`src/design/fspi_regs.svh`:
```
// Register offsets, field positions and reset values of the interrupt controller
// Operation
// - Five sources, each with own vector
// - Per-source enable bit gates each request
// - Global enable bit 7 blocks everything
// - Enable bit per source in fixed positions
// - Four levels from low and high bits
// - Level is high bit over low bit
// - Only higher level preempts running routine
// - Level-three routine is never preempted
// - Simultaneous requests: higher level wins
// - Equal levels: fixed polling order decides
// - Enable register at A8h, resets cleared
`ifndef FSPI_REGS_SVH
`define FSPI_REGS_SVH

// Bus geometry
`define FSPI_ADR_W        8
`define FSPI_WORD_LSB     2

// Byte addresses of the registers
`define FSPI_ADR_ENABLE   8'ha8
`define FSPI_ADR_PRIO_LO  8'hb8
`define FSPI_ADR_PRIO_HI  8'hbc
`define FSPI_ADR_STATUS   8'hc0

// Enable register layout
`define FSPI_EN_GLOBAL    7
`define FSPI_EN_SERIAL    4
`define FSPI_EN_TMR1      3
`define FSPI_EN_EXT1      2
`define FSPI_EN_TMR0      1
`define FSPI_EN_EXT0      0
`define FSPI_EN_WMASK     8'h9f

// Source count and level geometry
`define FSPI_NSRC         5
`define FSPI_NLVL         4

// Status register layout
`define FSPI_ST_PEND_LSB  0
`define FSPI_ST_ISVC_LSB  8

// Reset values
`define FSPI_RST_ENABLE   8'h00
`define FSPI_RST_PRIO     5'h00
`define FSPI_RST_ISVC     4'h0
`define FSPI_RST_SRC      3'h0
`define FSPI_RST_SYNC     2'h3

`endif

```
`src/design/fspi_pkg.sv`:
```
// Types shared by the five-source priority interrupt controller
package fspi_pkg;

	// Source identity; the code equals the enable bit position
	typedef enum logic [2:0] {
		FSPI_SRC_EXT0   = 3'h0,
		FSPI_SRC_TMR0   = 3'h1,
		FSPI_SRC_EXT1   = 3'h2,
		FSPI_SRC_TMR1   = 3'h3,
		FSPI_SRC_SERIAL = 3'h4
	} fspi_src_t;

	// Two-bit priority level, 0 lowest and 3 highest
	typedef logic [1:0] fspi_lvl_t;

	// What the core sees: one request and the chosen source
	typedef struct packed {
		logic      req;
		fspi_src_t src;
	} fspi_core_t;

	// One decoded register access from the bus
	typedef struct packed {
		logic       hit_enable;
		logic       hit_prio_lo;
		logic       hit_prio_hi;
		logic       hit_status;
	} fspi_dec_t;

endpackage

```
`src/design/fspi_ctrl.sv`:
```
// Five-source interrupt controller with four levels and nesting
//
// Decided for this implementation: the Wishbone register port.
`timescale 1ns/1ps
`default_nettype none
`include "fspi_regs.svh"

module fspi_ctrl (
	// Clock, reset and clock enable
	// While ce is low every flip-flop holds, the bus ack included
	input  wire logic               clk,
	input  wire logic               rst,
	input  wire logic               ce,

	// Classic Wishbone slave
	input  wire logic               wb_cyc_i,
	input  wire logic               wb_stb_i,
	input  wire logic               wb_we_i,
	input  wire logic [7:0]         wb_adr_i,
	input  wire logic [3:0]         wb_sel_i,
	input  wire logic [31:0]        wb_dat_i,
	output var  logic [31:0]        wb_dat_o,
	output var  logic               wb_ack_o,

	// External request pins, active low, asynchronous
	input  wire logic               ext_req_line0_n,
	input  wire logic               ext_req_line1_n,

	// On-chip peripheral requests, same clock, active high
	input  wire logic               tmr0_ovf_req,
	input  wire logic               tmr1_ovf_req,
	input  wire logic               serial_req,

	// Core side
	output var  fspi_pkg::fspi_core_t core_irq,
	input  wire logic               core_vec_take,
	input  wire logic               core_ret
);

	// Two-stage synchronisers for the external pins
	logic [1:0] ext_meta_q;
	logic [1:0] ext_sync_q;

	// Software-visible state
	logic [7:0] irq_enable_mask_q;
	logic [4:0] prio_low_bits_q;
	logic [4:0] prio_high_bits_q;

	// One bit per level with a routine in service
	logic [3:0] isvc_q;
	logic [3:0] isvc_d;

	// Registered core outputs
	fspi_pkg::fspi_core_t core_q;
	fspi_pkg::fspi_core_t core_d;

	// Bus answer registers
	logic        ack_q;
	logic [31:0] rdat_q;

	// Named enable fields
	wire global_irq_enable;
	wire serial_irq_mask_bit;
	wire tmr1_ovf_irq_en;
	wire ext_line1_irq_en;
	wire tmr0_ovf_irq_en;
	wire ext_line0_irq_en;

	assign global_irq_enable   = irq_enable_mask_q[`FSPI_EN_GLOBAL];
	assign serial_irq_mask_bit = irq_enable_mask_q[`FSPI_EN_SERIAL];
	assign tmr1_ovf_irq_en     = irq_enable_mask_q[`FSPI_EN_TMR1];
	assign ext_line1_irq_en    = irq_enable_mask_q[`FSPI_EN_EXT1];
	assign tmr0_ovf_irq_en     = irq_enable_mask_q[`FSPI_EN_TMR0];
	assign ext_line0_irq_en    = irq_enable_mask_q[`FSPI_EN_EXT0];

	// Per-source vectors, indexed by source code
	wire [4:0] src_pend;
	wire [4:0] src_en;

	// Pins are active low; the synchronised level is inverted here
	// All requests are levels; clearing them is the peripheral's job
	assign src_pend[`FSPI_EN_EXT0]   = ~ext_sync_q[0];
	assign src_pend[`FSPI_EN_TMR0]   = tmr0_ovf_req;
	assign src_pend[`FSPI_EN_EXT1]   = ~ext_sync_q[1];
	assign src_pend[`FSPI_EN_TMR1]   = tmr1_ovf_req;
	assign src_pend[`FSPI_EN_SERIAL] = serial_req;

	assign src_en[`FSPI_EN_EXT0]   = ext_line0_irq_en;
	assign src_en[`FSPI_EN_TMR0]   = tmr0_ovf_irq_en;
	assign src_en[`FSPI_EN_EXT1]   = ext_line1_irq_en;
	assign src_en[`FSPI_EN_TMR1]   = tmr1_ovf_irq_en;
	assign src_en[`FSPI_EN_SERIAL] = serial_irq_mask_bit;

	// Highest level now in service, plus a flag for none
	wire            isvc_any;
	fspi_pkg::fspi_lvl_t isvc_top;

	assign isvc_any = |isvc_q;
	// Bit 0 needs no test: with nothing above set the top is level 0
	assign isvc_top = isvc_q[3] ? 2'h3 :
	                  isvc_q[2] ? 2'h2 :
	                  isvc_q[1] ? 2'h1 : 2'h0;

	// Rank 0 means idle; a level ranks one above its code
	wire [2:0] isvc_rank;
	assign isvc_rank = isvc_any ? ({1'b0, isvc_top} + 3'h1) : 3'h0;

	// Per-source level and eligibility
	fspi_pkg::fspi_lvl_t src_lvl [`FSPI_NSRC];
	wire [4:0]           src_ok;
	wire [3:0]           lvl_hit [`FSPI_NSRC];

	genvar gi;
	generate
		for (gi = 0; gi < `FSPI_NSRC; gi++) begin : g_src
			// High bit is the upper level bit
			assign src_lvl[gi] = {prio_high_bits_q[gi], prio_low_bits_q[gi]};
			// Masked per source and globally, then must outrank the routine
			// An equal level never outranks, so a same-level request waits
			assign src_ok[gi]  = src_pend[gi] & src_en[gi] & global_irq_enable
			                   & (({1'b0, src_lvl[gi]} + 3'h1) > isvc_rank);
			// One-hot level of this source when it is eligible
			assign lvl_hit[gi] = src_ok[gi] ? (4'h1 << src_lvl[gi]) : 4'h0;
		end
	endgenerate

	// Which levels hold at least one eligible source
	// Plain reduction across sources; their order does not matter here
	logic [3:0] lvl_any;
	always_comb begin
		lvl_any = 4'h0;
		for (int i = 0; i < `FSPI_NSRC; i++) begin
			lvl_any = lvl_any | lvl_hit[i];
		end
	end

	// Winning level: the highest with an eligible source
	wire                 win_any;
	fspi_pkg::fspi_lvl_t win_lvl;

	assign win_any = |lvl_any;
	assign win_lvl = lvl_any[3] ? 2'h3 :
	                 lvl_any[2] ? 2'h2 :
	                 lvl_any[1] ? 2'h1 : 2'h0;

	// Inside the winning level, the lowest source code is polled first
	// Loop runs downward so the lowest matching index is the last write
	fspi_pkg::fspi_src_t win_src;
	always_comb begin
		win_src = fspi_pkg::FSPI_SRC_EXT0;
		for (int i = `FSPI_NSRC - 1; i >= 0; i--) begin
			if (src_ok[i] && (src_lvl[i] == win_lvl)) begin
				win_src = fspi_pkg::fspi_src_t'(i[2:0]);
			end
		end
	end

	// Next core output: request plus source are always paired
	always_comb begin
		core_d.req = win_any;
		core_d.src = win_any ? win_src : core_q.src;
	end

	// Core takes the vector only while a request is shown
	// A take against a dropped request would mark a level nobody entered
	wire take_ok;
	assign take_ok = core_vec_take & core_q.req;

	// Level of the source the core is taking
	fspi_pkg::fspi_lvl_t take_lvl;
	assign take_lvl = src_lvl[core_q.src];

	// Return retires the highest in-service level
	// A return with nothing in service changes nothing
	wire [3:0] ret_clr;
	assign ret_clr = (core_ret && isvc_any) ? (4'h1 << isvc_top) : 4'h0;

	// New routine's level marked; a take beats a return in one cycle
	// Only one level can enter per cycle, which matches one take pulse
	wire [3:0] take_set;
	assign take_set = take_ok ? (4'h1 << take_lvl) : 4'h0;

	always_comb begin
		isvc_d = (isvc_q & ~ret_clr) | take_set;
	end

	// Register addresses held as constants so their word part can be sliced
	localparam logic [7:0] ADR_ENABLE  = `FSPI_ADR_ENABLE;
	localparam logic [7:0] ADR_PRIO_LO = `FSPI_ADR_PRIO_LO;
	localparam logic [7:0] ADR_PRIO_HI = `FSPI_ADR_PRIO_HI;
	localparam logic [7:0] ADR_STATUS  = `FSPI_ADR_STATUS;

	// Address decode on word addresses; the byte-lane bits never decide
	fspi_pkg::fspi_dec_t dec;
	wire [5:0]           wadr;

	assign wadr            = wb_adr_i[7:`FSPI_WORD_LSB];
	assign dec.hit_enable  = wadr == ADR_ENABLE[7:`FSPI_WORD_LSB];
	assign dec.hit_prio_lo = wadr == ADR_PRIO_LO[7:`FSPI_WORD_LSB];
	assign dec.hit_prio_hi = wadr == ADR_PRIO_HI[7:`FSPI_WORD_LSB];
	assign dec.hit_status  = wadr == ADR_STATUS[7:`FSPI_WORD_LSB];

	// A new access starts once; ack drops in the cycle after it is given
	// A master that keeps stb up after ack gets a fresh access a cycle later
	wire bus_go;
	wire bus_wr;

	assign bus_go = wb_cyc_i & wb_stb_i & ~ack_q;
	assign bus_wr = bus_go & wb_we_i & wb_sel_i[0];

	// Reserved enable bits 6 and 5 are not stored; software must not set them
	// Ones written there are harmless: they never reach a flip-flop
	wire [7:0] en_wmask;
	assign en_wmask = `FSPI_EN_WMASK;

	// Read data; unmapped addresses answer with zero
	logic [31:0] rdat_d;
	always_comb begin
		rdat_d = 32'h0000_0000;
		if (dec.hit_enable) begin
			rdat_d[7:0] = irq_enable_mask_q;
		end else if (dec.hit_prio_lo) begin
			rdat_d[4:0] = prio_low_bits_q;
		end else if (dec.hit_prio_hi) begin
			rdat_d[4:0] = prio_high_bits_q;
		end else if (dec.hit_status) begin
			// Read-only view; a write here is acked and dropped
			rdat_d[`FSPI_ST_PEND_LSB +: 5] = src_pend;
			rdat_d[`FSPI_ST_ISVC_LSB +: 4] = isvc_q;
		end
	end

	// Pin synchroniser; the first stage feeds only the second
	// Reset to the idle high level, so no false request follows reset
	always_ff @(posedge clk) begin
		if (rst) begin
			ext_meta_q <= `FSPI_RST_SYNC;
			ext_sync_q <= `FSPI_RST_SYNC;
		end else if (ce) begin
			ext_meta_q <= {ext_req_line1_n, ext_req_line0_n};
			ext_sync_q <= ext_meta_q;
		end
	end

	// Enable register: cleared by reset, reserved bits dropped
	// A write with sel[0] low is acked but leaves the register alone
	always_ff @(posedge clk) begin
		if (rst) begin
			irq_enable_mask_q <= `FSPI_RST_ENABLE;
		end else if (ce && bus_wr && dec.hit_enable) begin
			irq_enable_mask_q <= wb_dat_i[7:0] & en_wmask;
		end
	end

	// Priority low and high bits
	always_ff @(posedge clk) begin
		if (rst) begin
			prio_low_bits_q  <= `FSPI_RST_PRIO;
			prio_high_bits_q <= `FSPI_RST_PRIO;
		end else if (ce && bus_wr) begin
			if (dec.hit_prio_lo) begin
				prio_low_bits_q <= wb_dat_i[4:0];
			end
			if (dec.hit_prio_hi) begin
				prio_high_bits_q <= wb_dat_i[4:0];
			end
		end
	end

	// Bus answer: one wait state, data captured with the ack
	// The wait state buys a registered read path at the cost of a cycle
	always_ff @(posedge clk) begin
		if (rst) begin
			ack_q  <= 1'b0;
			rdat_q <= 32'h0000_0000;
		end else if (ce) begin
			ack_q  <= bus_go;
			rdat_q <= bus_go ? rdat_d : rdat_q;
		end
	end

	// Nesting state
	// One bit per level lets a routine be interrupted up to three deep
	always_ff @(posedge clk) begin
		if (rst) begin
			isvc_q <= `FSPI_RST_ISVC;
		end else if (ce) begin
			isvc_q <= isvc_d;
		end
	end

	// Core request and source, registered so they change together
	// Registering costs a cycle of latency but keeps glitches off the core
	always_ff @(posedge clk) begin
		if (rst) begin
			core_q.req <= 1'b0;
			core_q.src <= fspi_pkg::fspi_src_t'(`FSPI_RST_SRC);
		end else if (ce) begin
			// Drop the request in the cycle the vector is taken,
			// so the core never sees the same grant twice
			core_q.req <= core_d.req & ~take_ok;
			core_q.src <= core_d.src;
		end
	end

	// Outputs straight from flip-flops
	assign wb_ack_o = ack_q;
	assign wb_dat_o = rdat_q;
	assign core_irq = core_q;

endmodule // fspi_ctrl

`default_nettype wire

```
`config.mk`:
```
export PLATFORM = sky130hd
export DESIGN_NAME = fspi_ctrl
export DESIGN_NICKNAME = d
export VERILOG_FILES = /design/src/design/fspi_pkg.sv /design/src/design/fspi_ctrl.sv
export VERILOG_INCLUDE_DIRS = /design/src /design/src/design
export SDC_FILE = /design/constraint.sdc
export NUM_CORES = 1
export LEC_CHECK = 0
export BUFFER_PORTS_ARGS = -buffer_cell sky130_fd_sc_hd__buf_2
export CAP_MARGIN = 15
export CELL_PAD_IN_SITES_DETAIL_PLACEMENT = 1
export CELL_PAD_IN_SITES_GLOBAL_PLACEMENT = 1
export CORE_MARGIN = 4
export CORE_UTILIZATION = 41
export CTS_CLUSTER_DIAMETER = 150
export DETAILED_ROUTE_END_ITERATION = 6
export MAX_ROUTING_LAYER = met4
export PLACE_DENSITY_LB_ADDON = 0.1
export SLEW_MARGIN = 20
export SYNTH_ARGS = -nofsm -noshare
export SYNTH_HDL_FRONTEND = slang
export SYNTH_SLANG_ARGS = --single-unit
export TNS_END_PERCENT = 1
```
`constraint.sdc`:
```
create_clock -name clk -period 8 [get_ports clk]
set_input_delay 1.2 -clock clk [delete_from_list [all_inputs] [get_ports clk]]
set_output_delay 1.2 -clock clk [all_outputs]
set_load 0.02 [all_outputs]
```
==> run metrics <==
simple-gate share of the synthesized area=23.7%; P_leak=0.00144 uW; Die Wd=95.4 um; Max Cap Viol=0; Setup Skew=0.00354 ns; Critical Path Most Common Cell=a21oi_1; final WL=9.10 mm; post-synth cell types=55; Most used DFF post-synth=dfxtp_1; CP Launch Type=register; Final setup viols=0; commonest non-fill, non-tap cells in the layout=40 x buf_2, 39 x dfxtp_1, 38 x nor2_1, 34 x ha_1, 31 x nand3_1; Seq/Total Area, Yosys=24.9%; kind of cell adding the most delay to the critical path=compound AO/OA/AOI/OAI gates; H-tree depth=2; nets=505; Max clock buf depth=2; Arr. time, crit path=4.28 ns; Resize count post-CTS=0; hold_ws=0.451 ns; Seq pwr share=53.3%; Post-synth ARST share=0%; Design Area, Final=0.00342 mm2; outcome=finished clean; Antenna Nets Post-Route=0; crit path cell chain=or2b_1 -> a21oi_1 -> ha_1 -> a21oi_1 -> o22ai_1 -> a31oi_1 -> a32oi_1 -> and4_1 -> nor3_1 -> a21oi_1 -> o31ai_1 -> a21oi_1 -> a32o_1; routability-driven placement congestion ratio=0.893; most common library cell in the layout ignoring fill and taps=buf_2; port bufs=40; register bit total from synthesis=39; num ports=94; Hold Vio Cnt, Final=0; xor and xnor area share after synthesis=2.52%; area share of the largest cell type after synthesis=24.9%; fmax=244 MHz; CP bufs+invs=0; die height=95.4 um; area growth from synthesis to layout=9.07%; number of synthesized flops with an enable pin=0; WL per Instance=17.7 um; RSZ-0062 raised after global routing=false; Worst-path clk slew=0.08 ns; peak supply drop=0.0000864 V; Crit Path Max Fanout=8; Syn Area/Cell=8.24 um2; GRT Util Overall=21.7%; # clock sinks=39; antenna cells=0; Rows=31; Starting DRT DRC Count=263; GR Overflow Total=0; Post-Synth Adder-Cell Area=13.6%; internal power=274 uW; DRC viols=0; DR vias/cell=5.58; Crit Path Class=reg -> reg; Net Sw Power=97.6 uW; sw frac=26.3%; CORE AREA=0.00733 mm2; final worst-path cycle share=51.2%; min Tclk post-route=4.10 ns; first-pass GRT wire length=14.9 mm; Combinational Power Share=9.7%; Die ar.=0.00910 mm2; leading area contributor after synthesis=dfxtp_1; Setup crit end kind=register; CTS Buf Count=5; largest net degree at the start of global routing=35; post-cts hold buffer count=0; synthesized cell area=0.00313 mm2; Worst-Skew Late Latency=0.29 ns; Cells after Synth=380; Slew @ Worst Pin=0.959 ns; Synth Area in Compound Gates=16.6%; setup TNS=0 ns; root buffer cell=clkbuf_8; worst hold path type=reg -> reg; Post-Layout Cell Count=513; number of global-route vias before repair=2874; drt pass-1 iters=4; critical path data required time=8.18 ns; clock share of power=37.0%; hpwl dp=7.23 mm; layout cell share with drive strength beyond 1=14.7%; multiplexer share of the synthesized area=8.79%; post-CTS setup buffers=0; pwr dens=109 mW/mm2; DP Cell Count=506; CTS tree=yes; Cell Area, Placed=0.00333 mm2; initial core utilization=42.7%; via count=2861; slowest CP cell=a31oi_1; number of synthesis warnings=0; Rel. slew slack=35.5%; Largest stage delay, worst path=0.59 ns; largest family of logic cells by synthesized area=simple AND/OR/NAND/NOR gates; Final Slew Violations=0; synth top area cells=dfxtp_1 25%, ha_1 14%, mux2i_1 7.4%, buf_4 5.3%, nand3_1 5.0%; initial antenna violation count=0
## worst register-to-register path, stage by stage, from the launching register on
cell and delay [ns]:
dfxtp_1 0.43, or2b_1 0.25, a21oi_1 0.50, ha_1 0.36, a21oi_1 0.14, o22ai_1 0.10, a31oi_1 0.59, a32oi_1 0.29
and4_1 0.28, nor3_1 0.14, a21oi_1 0.06, o31ai_1 0.48, a21oi_1 0.09, a32o_1 0.28
## cell families (layout without fill, tap and decap cells)
group,count (synthesis),in the layout
and+or+nand+nor,140,140
AOI/OAI and AO/OA,73,73
buffers and inverters,59,72
DFF,39,39
adders and majority gates,34,34
muxes,25,25
xor gates and xnor gates,9,9
other,1,22
## synthesized netlist by cell type, drive strengths merged (2+ instances only)
cell type / instances
nand2b: 4
a211oi: 3
nor4: 2
and3: 4
o21ai: 11
mux4: 2
a32oi: 5
clkbuf: 12
or3: 4
and4b: 2
xnor2: 9
a21oi: 19
o22ai: 2
nand2: 23
mux2i: 23
a311oi: 2
nand3: 31
a221oi: 4
ha: 34
nor2: 39
a31oi: 8
inv: 24
o211ai: 3
nor3: 15
nor2b: 2
and2: 2
dfxtp: 39
a41oi: 2
nand4: 6
a21o: 3
buf: 23
and4: 2
a22oi: 2
## sequential cells by signal, summed over array words and instances (netlist names)
name,flops
prio_low_bits_q,5
isvc_q,4
prio_high_bits_q,5
wb_ack_o,1
core_irq,4
ext_meta_q,2
wb_dat_o,10
irq_enable_mask_q,6
ext_sync_q,2
## power groups by stage
| stage | sequential, uW | clock, uW | combinational [uW] |
|---|---|---|---|
| 2_1_floorplan | 204 | 0 | 29.5 |
| 3_3_place_gp | 203 | 0 | 35.3 |
| 3_5_place_dp | 203 | 0 | 35.7 |
| 4_1_cts | 198 | 144 | 35.8 |
| 5_1_grt | 199 | 152 | 39.5 |
| 6_report | 198 | 137 | 36.0 |
## final cells by class
| class | count | area [um2] |
|---|---|---|
| Fill cell | 911 | 3920 |
| Multi-Input combinational cell | 303 | 2130 |
| Sequential cell | 39 | 781 |
| Timing Repair Buffer | 41 | 208 |
| Tap cell | 99 | 124 |
| Inverter | 24 | 90.1 |
| Clock buffer | 6 | 82.6 |
| Clock inverter | 1 | 5.00 |
## per-layer routing
metal / global-route usage [%] / share of wire (%) / wire length [um]
met1: 29.5 / 48 / 4340
met2: 34.6 / 47 / 4240
met3: 2.37 / 4.7 / 430
met4: 4.98 / 0.96 / 87
met5: - / 0 / 0
## path summary, 6_finish.rpt
check	start	endpoint	slack [ns]	depth (start not counted)
setup / recovery	isvc_q[0]	core_irq[0]	3.90	13
hold / removal	wb_dat_o[9]	wb_dat_o[9]	0.45	2
setup reg to reg	isvc_q[0]	core_irq[0]	3.90	13
hold reg to reg	wb_dat_o[9]	wb_dat_o[9]	0.45	2
## through the flow
step / total power [uW] / utilization [%] / setup WS [ns]
CTS: 378 / 46.6 / 3.90
global placement: 238 / 45.4 / 3.96
global route: 390 / 46.6 / 3.61
finish: 371 / 46.6 / 3.90
floorplan: 233 / - / 4.68
detailed placement: 238 / 45.4 / 3.95
No activity file was read; power rests on OpenSTA's default activity.
